--- src/shared/odt_params.svh ---
`ifndef ODT_PARAMS_SVH
`define ODT_PARAMS_SVH

// ==========================================================
// Register offsets (byte addresses)
`define ODT_OFS_MODE1   5'h00
`define ODT_OFS_MODE2   5'h04
`define ODT_OFS_MODE5   5'h08
`define ODT_OFS_LAT     5'h0C
`define ODT_OFS_STATUS  5'h10

// ==========================================================
// Field positions
`define ODT_NOM_LSB     8
`define ODT_WR_LSB      9
`define ODT_PARK_LSB    6
`define ODT_DLL_BIT     0
`define ODT_CWL_LSB     0
`define ODT_AL_LSB      5
`define ODT_PL_LSB      10
`define ODT_PRE2_BIT    16
`define ODT_CRC_BIT     17

// ==========================================================
// Reset values
`define ODT_MODE1_RST   32'h0000_0001
`define ODT_MODE2_RST   32'h0000_0000
`define ODT_MODE5_RST   32'h0000_0000
`define ODT_LAT_RST     32'h0000_0009

// ==========================================================
// Timing counts in clock cycles
`define ODT_X_PRE1      6'h02
`define ODT_X_PRE2      6'h03
`define ODT_BC4_PRE1    4'h4
`define ODT_BL8_PRE1    4'h6
`define ODT_BC4_PRE2    4'h5
`define ODT_BL8_PRE2    4'h7
`define ODT_CRC_PRE1    4'h7
`define ODT_CRC_PRE2    4'h8
`define ODT_DLY_DEPTH   64

`endif

--- src/shared/odt_pkg.sv ---
package odt_pkg;

  // Termination state, listed from highest to lowest priority
  typedef enum logic [1:0] {
    term_off,
    term_wr,
    term_nom,
    term_park
  } term_state_e;

  typedef logic [2:0] rtt_code_t;
  typedef logic [5:0] latency_t;

endpackage

--- src/rtl/odt_termination_control.sv ---
`timescale 1ns/10ps
`include "odt_params.svh"

module odt_termination_control (
  input wire logic clk,
  input wire logic reset,
  // Avalon-MM slave
  input wire logic [4:0] address,
  input wire logic read,
  input wire logic write,
  input wire logic [31:0] writedata,
  input wire logic [3:0] byteenable,
  output logic [31:0] readdata,
  output logic waitrequest,
  // Device side
  input wire logic odt_pin,
  input wire logic cmd_read,
  input wire logic cmd_write,
  input wire logic burst_chop,
  input wire logic self_refresh,
  input wire logic dll_locked,
  output odt_pkg::term_state_e term_state,
  output odt_pkg::rtt_code_t rtt_code,
  output logic term_hiz,
  output logic odt_rx_enable
);

  // ========================================================
  // Functions
  function automatic logic [31:0] merge_bytes(
    input logic [31:0] old_val,
    input logic [31:0] new_val,
    input logic [3:0] be
  );
    logic [31:0] res;
    res = old_val;
    for (int b = 0; b < 4; b++) begin
      if (be[b]) begin
        res[8*b +: 8] = new_val[8*b +: 8];
      end
    end
    return res;
  endfunction

  // Write latency minus the preamble-dependent offset
  function automatic odt_pkg::latency_t wl_minus(
    input logic [4:0] cwl_f,
    input logic [4:0] al_f,
    input logic [3:0] pl_f,
    input logic pre2
  );
    logic [6:0] sum;
    logic [6:0] off;
    sum = {2'h0, cwl_f} + {2'h0, al_f} + {3'h0, pl_f};
    off = {1'h0, pre2 ? `ODT_X_PRE2 : `ODT_X_PRE1};
    if (sum <= off + 7'h01) begin
      return 6'h01;
    end
    return 6'((sum - off) > 7'h3F ? 7'h3F : (sum - off));
  endfunction

  // ========================================================
  // Registers
  logic [31:0] mode1_reg;
  logic [31:0] mode2_reg;
  logic [31:0] mode5_reg;
  logic [31:0] lat_reg;
  logic ack_reg;

  odt_pkg::rtt_code_t nom_f;
  odt_pkg::rtt_code_t wr_f;
  odt_pkg::rtt_code_t park_f;
  logic [4:0] cwl_f;
  logic [4:0] al_f;
  logic [3:0] pl_f;
  logic pre2_f;
  logic crc_f;
  logic dll_on_f;

  // Out-of-range write-termination codes are treated as disabled
  logic wr_en;
  logic nom_en;
  logic park_en;
  logic any_en;

  assign nom_f = mode1_reg[`ODT_NOM_LSB +: 3];
  assign wr_f = mode2_reg[`ODT_WR_LSB +: 3];
  assign park_f = mode5_reg[`ODT_PARK_LSB +: 3];
  assign dll_on_f = mode1_reg[`ODT_DLL_BIT];
  assign cwl_f = lat_reg[`ODT_CWL_LSB +: 5];
  assign al_f = lat_reg[`ODT_AL_LSB +: 5];
  assign pl_f = lat_reg[`ODT_PL_LSB +: 4];
  assign pre2_f = lat_reg[`ODT_PRE2_BIT];
  assign crc_f = lat_reg[`ODT_CRC_BIT];

  assign wr_en = (wr_f != 3'h0) && (wr_f <= 3'h3);
  assign nom_en = nom_f != 3'h0;
  assign park_en = park_f != 3'h0;
  assign any_en = nom_en || wr_en || park_en;

  // One wait cycle per access keeps the answer registered
  assign waitrequest = (read || write) && !ack_reg;

  always_ff @(posedge clk or posedge reset) begin
    if (reset) begin
      ack_reg <= 1'b0;
    end else begin
      ack_reg <= (read || write) && !ack_reg;
    end
  end

  always_ff @(posedge clk or posedge reset) begin
    if (reset) begin
      mode1_reg <= `ODT_MODE1_RST;
      mode2_reg <= `ODT_MODE2_RST;
      mode5_reg <= `ODT_MODE5_RST;
      lat_reg <= `ODT_LAT_RST;
    end else if (write && !ack_reg) begin
      unique case (address)
        `ODT_OFS_MODE1: begin
          mode1_reg <= merge_bytes(mode1_reg, writedata, byteenable);
        end
        `ODT_OFS_MODE2: begin
          mode2_reg <= merge_bytes(mode2_reg, writedata, byteenable);
        end
        `ODT_OFS_MODE5: begin
          mode5_reg <= merge_bytes(mode5_reg, writedata, byteenable);
        end
        `ODT_OFS_LAT: begin
          lat_reg <= merge_bytes(lat_reg, writedata, byteenable);
        end
        default: begin
        end
      endcase
    end
  end

  // ========================================================
  // ODT pin synchroniser and receiver gating
  logic odt_s1_reg;
  logic odt_s2_reg;
  logic odt_s3_reg;
  logic odt_level_reg;
  logic odt_seen;
  logic sync_mode;

  assign sync_mode = dll_on_f && dll_locked;
  assign odt_rx_enable = nom_en && !self_refresh;

  always_ff @(posedge clk or posedge reset) begin
    if (reset) begin
      odt_s1_reg <= 1'b0;
      odt_s2_reg <= 1'b0;
      odt_s3_reg <= 1'b0;
      odt_level_reg <= 1'b0;
    end else begin
      odt_s1_reg <= odt_pin;
      odt_s2_reg <= odt_s1_reg;
      odt_s3_reg <= odt_s2_reg;
      if (odt_s2_reg == odt_s3_reg) begin
        odt_level_reg <= odt_s3_reg;
      end
    end
  end

  // A powered-down receiver reads low
  assign odt_seen = odt_level_reg && odt_rx_enable;

  // ========================================================
  // Latency delay of ODT, read and write events
  odt_pkg::latency_t odt_lat;
  logic [5:0] dly_tap;
  logic [2:0] dly_out;
  logic odt_dly;
  logic rd_start;
  logic wr_start;

  // On, off and read-off latencies share one value
  assign odt_lat = wl_minus(cwl_f, al_f, pl_f, pre2_f);
  assign dly_tap = odt_lat - 6'h01;

  odt_delay_line u_delay (
    .clk(clk),
    .reset(reset),
    .din({cmd_write, cmd_read, odt_seen}),
    .tap(dly_tap),
    .dout(dly_out)
  );

  assign odt_dly = dly_out[0];
  assign rd_start = dly_out[1];
  assign wr_start = dly_out[2];

  // Burst chop travels with its command through a shadow bit
  logic chop_rd_reg;
  logic chop_wr_reg;
  logic [63:0] chop_rd_line_reg;
  logic [63:0] chop_wr_line_reg;

  always_ff @(posedge clk or posedge reset) begin
    if (reset) begin
      chop_rd_line_reg <= 64'h0;
      chop_wr_line_reg <= 64'h0;
      chop_rd_reg <= 1'b0;
      chop_wr_reg <= 1'b0;
    end else begin
      chop_rd_line_reg <= {chop_rd_line_reg[62:0],
                           cmd_read && burst_chop};
      chop_wr_line_reg <= {chop_wr_line_reg[62:0],
                           cmd_write && burst_chop};
      chop_rd_reg <= chop_rd_line_reg[dly_tap];
      chop_wr_reg <= chop_wr_line_reg[dly_tap];
    end
  end

  // ========================================================
  // Window lengths
  logic [3:0] rd_len;
  logic [3:0] wr_len;

  always_comb begin
    if (pre2_f) begin
      rd_len = chop_rd_reg ? `ODT_BC4_PRE2 : `ODT_BL8_PRE2;
    end else begin
      rd_len = chop_rd_reg ? `ODT_BC4_PRE1 : `ODT_BL8_PRE1;
    end
  end

  always_comb begin
    if (crc_f) begin
      wr_len = pre2_f ? `ODT_CRC_PRE2 : `ODT_CRC_PRE1;
    end else if (pre2_f) begin
      wr_len = chop_wr_reg ? `ODT_BC4_PRE2 : `ODT_BL8_PRE2;
    end else begin
      wr_len = chop_wr_reg ? `ODT_BC4_PRE1 : `ODT_BL8_PRE1;
    end
  end

  // ========================================================
  // Read and write windows
  logic [3:0] rd_cnt_reg;
  logic [3:0] wr_cnt_reg;
  logic rd_win;
  logic wr_win;

  // A new command restarts its window, so overlaps extend it
  always_ff @(posedge clk or posedge reset) begin
    if (reset) begin
      rd_cnt_reg <= 4'h0;
    end else if (rd_start) begin
      rd_cnt_reg <= rd_len - 4'h1;
    end else if (rd_cnt_reg != 4'h0) begin
      rd_cnt_reg <= rd_cnt_reg - 4'h1;
    end
  end

  always_ff @(posedge clk or posedge reset) begin
    if (reset) begin
      wr_cnt_reg <= 4'h0;
    end else if (wr_start) begin
      wr_cnt_reg <= wr_len - 4'h1;
    end else if (wr_cnt_reg != 4'h0) begin
      wr_cnt_reg <= wr_cnt_reg - 4'h1;
    end
  end

  assign rd_win = rd_start || (rd_cnt_reg != 4'h0);
  // Dynamic write termination needs the DLL running
  assign wr_win = (wr_start || (wr_cnt_reg != 4'h0)) &&
                  wr_en && sync_mode;

  // ========================================================
  // Termination state choice
  logic nom_req;
  odt_pkg::term_state_e state_next;
  odt_pkg::rtt_code_t code_next;

  // DLL off: ODT is used without the write-latency delay
  assign nom_req = sync_mode ? odt_dly : odt_seen;

  always_comb begin
    state_next = odt_pkg::term_off;
    code_next = 3'h0;
    if (self_refresh || !any_en) begin
      state_next = odt_pkg::term_off;
    end else if (rd_win) begin
      state_next = odt_pkg::term_off;
    end else if (wr_win) begin
      state_next = odt_pkg::term_wr;
      code_next = wr_f;
    end else if (nom_en && nom_req) begin
      state_next = odt_pkg::term_nom;
      code_next = nom_f;
    end else if (park_en) begin
      state_next = odt_pkg::term_park;
      code_next = park_f;
    end
  end

  always_ff @(posedge clk or posedge reset) begin
    if (reset) begin
      term_state <= odt_pkg::term_off;
      rtt_code <= 3'h0;
      term_hiz <= 1'b1;
    end else begin
      term_state <= state_next;
      rtt_code <= code_next;
      term_hiz <= state_next == odt_pkg::term_off;
    end
  end

  // ========================================================
  // Register read-back
  logic [31:0] status_word;

  assign status_word = {23'h0, wr_win, rd_win, sync_mode,
                        odt_rx_enable, rtt_code, term_state};

  always_ff @(posedge clk or posedge reset) begin
    if (reset) begin
      readdata <= 32'h0;
    end else if (read && !ack_reg) begin
      unique case (address)
        `ODT_OFS_MODE1: readdata <= mode1_reg;
        `ODT_OFS_MODE2: readdata <= mode2_reg;
        `ODT_OFS_MODE5: readdata <= mode5_reg;
        `ODT_OFS_LAT: readdata <= lat_reg;
        `ODT_OFS_STATUS: readdata <= status_word;
        default: readdata <= 32'h0;
      endcase
    end
  end

endmodule

--- src/rtl/odt_delay_line.sv ---
`timescale 1ns/10ps
`include "odt_params.svh"

// ==========================================================
// Tapped delay line; the tapped value comes out of a register,
// so a tap of n gives a total delay of n + 2 cycles.
module odt_delay_line (
  input wire logic clk,
  input wire logic reset,
  input wire logic [2:0] din,
  input wire logic [5:0] tap,
  output logic [2:0] dout
);

  logic [2:0] line_reg [0:`ODT_DLY_DEPTH-1];

  always_ff @(posedge clk or posedge reset) begin
    if (reset) begin
      for (int i = 0; i < `ODT_DLY_DEPTH; i++) begin
        line_reg[i] <= 3'h0;
      end
    end else begin
      line_reg[0] <= din;
      for (int i = 1; i < `ODT_DLY_DEPTH; i++) begin
        line_reg[i] <= line_reg[i-1];
      end
    end
  end

  always_ff @(posedge clk or posedge reset) begin
    if (reset) begin
      dout <= 3'h0;
    end else begin
      dout <= line_reg[tap];
    end
  end

endmodule

--- config.mk ---
export PLATFORM = sky130hd
export DESIGN_NAME = odt_termination_control
export DESIGN_NICKNAME = d
export VERILOG_FILES = /design/src/shared/odt_pkg.sv /design/src/rtl/odt_termination_control.sv /design/src/rtl/odt_delay_line.sv
export VERILOG_INCLUDE_DIRS = /design/src /design/src/shared
export SDC_FILE = /design/constraint.sdc
export NUM_CORES = 1
export LEC_CHECK = 0
export BUFFER_PORTS_ARGS = -buffer_cell sky130_fd_sc_hd__buf_2
export CORE_MARGIN = 2
export CORE_UTILIZATION = 45
export DETAILED_ROUTE_END_ITERATION = 8
export GPL_ROUTABILITY_DRIVEN = 0
export SLEW_MARGIN = 20
export SYNTH_ARGS = -nofsm -noshare
export SYNTH_HDL_FRONTEND = slang
export SYNTH_SLANG_ARGS = --single-unit
--- constraint.sdc ---
create_clock -name clk -period 31.6 [get_ports clk]
set_input_delay 1.58 -clock clk [delete_from_list [all_inputs] [get_ports clk]]
set_output_delay 1.58 -clock clk [all_outputs]
set_load 0.02 [all_outputs]
==> flow_metrics.tcl <==
set metrics [dict create \
    start_util_pct 45.4 \
    max_slew_margin_pct 31.5 \
    dr.pass1.iters 5 \
    top_usage_layer "met2" \
    clk_path_buf_depth 3 \
    drc 0 \
    worst_pin_slew_ns 1.03 \
    dp_hpwl_um 23500 \
    post_drt_wl_per_cell_um 20.5 \
    critPathRequiredTime_ns 32.07 \
    drt_iter0_drc 930 \
    clk_pin_slew_ns 0.06 \
    drv_cap 0 \
    hold_path_class "flip-flop to flip-flop" \
    io_buffers 90 \
    cts_made_buffers 52 \
    leakagePower_nw 10.3 \
    cts_hold_buf 0 \
    critPathArrivalTime_ns 6.21 \
    synth-seq-cells 504 \
    gr-total-overflow 0 \
    fmaxAchievable_ghz 0.174 \
    synth_top_area_cell "dfrtp_1" \
    die_w_um 210 \
    grtUsageTotal_pct 18.2 \
    ios 91 \
    multi_input_area_um2 6100 \
    critPathBufInv 4 \
    p_comb_share_pct 30.5 \
    dieArea_um2 43900 \
    synth_top_area_share_pct 65.8 \
    finalCritPeriodShare_pct 18.2 \
    synth.avg_cell_area_um2 15.9 \
    p_int_mw 1.31 \
    placed_cell_area_um2 20000 \
    postCtsSetupRepairBufs 0 \
    grt_pass1_wl_um 62800 \
    finalSetupTns_ns 0 \
    syn_area_um2 19000 \
    slowest_stage "nor2_1" \
    yosys_warnings 0 \
    crit_family "simple AND/OR/NAND/NOR gates" \
    diodes 0 \
    seq_power_share_pct 37.6 \
    grt_max_degree 181 \
    vias_per_cell 5.56 \
    core_um2 41900 \
    holdWs_ns 0.354 \
    synth-edff-count 0 \
    synthesis.instances 1193 \
    async_reset_ff_share_pct 100 \
    fin_nets 1376 \
    setup_viol 0 \
    synthToLayoutAreaGrowth_pct 14.6 \
    routed_wl_um 38600 \
    fin_cells 1883 \
    antenna_found_initial 0 \
    p_sw_mw 0.603 \
    power.density_nw_per_um2 87.6 \
    num_rows 75 \
    switching_share_pct 31.6 \
    htree_num_levels 2 \
    p_clk_share_pct 32.0 \
    crit_top_cell "inv_1" \
    crit_fanout 27 \
    finish.utilization_pct 52.1 \
    cts_root_buffer "clkbuf_16" \
    syn_nets 1266 \
    clock_sinks 504 \
    ant_nets 0 \
    synth.distinct_cells 59 \
    path_cells "inv_1 > fa_1 > inv_1 > ha_1 > inv_1 > fa_1 > nand2b_1 > a21oi_1 > xor2_1 > o21ai_0 > a211oi_4 > buf_4 > ha_4 > or4b_2 > mux2i_1 > a31oi_1 > nor2_1 > nand4_1 > and4_1" \
    post_cts_resized 0 \
    ys_seq_area_share_pct 66.4 \
    status "complete, no violations" \
    vias 10500 \
    grt_use_met2_pct 27.8 \
    fin_area_um2 21800 \
    startpoint_type "flip-flop" \
    layout-drive-gt1-share_pct 29.1 \
    slowest_delay_ns 0.64 \
    die_h_um 210 \
    clock_skew_ns 0.0169 \
    cp-end-kind "flip-flop" \
    ir_worst_vdd_uv 117 \
    drv_slew 0 \
    cts_tree "built" \
    final_hold_viol_count 0 \
    grt_pass1_vias 11100 \
    synthFlopType "dfrtp_1" \
    grtUsageMet1_pct 27.3 \
    largest_register_ffs 192 \
    rsz0062_at_grt "false" \
    seqCellArea_um2 12600 \
    crit_type "flip-flop to flip-flop" \
    synthTopCellsByArea "dfrtp_1, mux2_2, mux4_2" \
    fillers 3442 \
    layout_min_cycle_time_ns 5.74 \
    dp.cells 1787 \
    clk_latency_ns 0.58 \
    met3_usage_pct 2.77 \
]
## synth_stat cells (19+ instances only)
master / number
a222oi_1: 23
a22o_1: 30
a22oi_1: 21
clkbuf_1: 35
dfrtp_1: 500
mux2_2: 130
mux4_1: 24
mux4_2: 56
nand2_1: 109
nand4_1: 21
nor2_1: 38
o21ai_0: 19
## power groups by stage
stage / registers (mW) / clock network [mW] / logic (mW)
CTS: 0.717 / 0.627 / 0.586
global placement: 0.727 / 0 / 0.579
floorplan: 0.717 / 0 / 0.445
detailed placement: 0.728 / 0 / 0.583
finish: 0.717 / 0.610 / 0.582
global route: 0.722 / 0.654 / 0.633
## final cells by class
type | instances | share of cell area, %
Timing Repair Buffer | 106 | 2.77
Multi-Input combinational cell | 622 | 28.0
Inverter | 17 | 0.327
Clock buffer | 81 | 7.07
Tap cell | 539 | 3.10
Clock inverter | 14 | 0.838
Sequential cell | 504 | 57.9
## final timing paths
| kind | startpoint | to | slack [ns] | depth (start not counted) |
|---|---|---|---|---|
| setup / recovery | lat_reg[1] | chop_wr_reg | 25.86 | 19 |
| hold / removal | odt_s1_reg | odt_s2_reg | 0.35 | 0 |
| setup reg to reg | lat_reg[1] | chop_wr_reg | 25.86 | 19 |
| hold reg to reg | odt_s1_reg | odt_s2_reg | 0.35 | 0 |
| max in group asynchronous | reset | chop_wr_line_reg[35] | 28.40 | 4 |
| min in group asynchronous | reset | mode2_reg[4] | 1.11 | 2 |
## layer usage
metal	wire length (um)	up-vias
li1	-	4631
met1	18300	5535
met2	17700	222
met3	1660	73
met4	916	0
met5	0	-
## cell usage in the layout (no fill, tap or decap), types with 12 or more instances in the layout
cell       count
nor2_1        37
inv_1         16
clkbuf_16     53
buf_4         12
mux4_1        24
ha_1          16
nand4_1       21
nand3_1       12
nand2_1      109
a22oi_1       21
buf_2         90
clkbuf_1      17
mux4_2        56
mux2i_1       16
dfrtp_1      500
a22o_1        30
a222oi_1      23
mux2_2       130
o21ai_0       19
## metrics by stage
| stage | power (mW) | worst slack [ns] |
|---|---|---|
| floorplan | 1.16 | 15.95 |
| global placement | 1.31 | 25.89 |
| detailed placement | 1.31 | 25.82 |
| CTS | 1.93 | 25.79 |
| global route | 2.01 | 25.39 |
| finish | 1.91 | 25.86 |
## logic make-up (layout without fill, tap and decap cells)
| kind of cell | after synthesis | in the layout | synth area share (%) |
|---|---|---|---|
| flip-flops | 504 | 504 | 66.4 |
| buffers and inverters | 67 | 218 | 1.69 |
| AO/OA/AOI/OAI | 130 | 130 | 5.43 |
| multiplexers | 226 | 226 | 18.5 |
| AND/OR/NAND/NOR | 232 | 232 | 5.79 |
| XOR/XNOR | 11 | 11 | 0.507 |
| adder cells (fa/ha/maj) | 23 | 23 | 1.70 |
(Power assumes the default switching activity.)
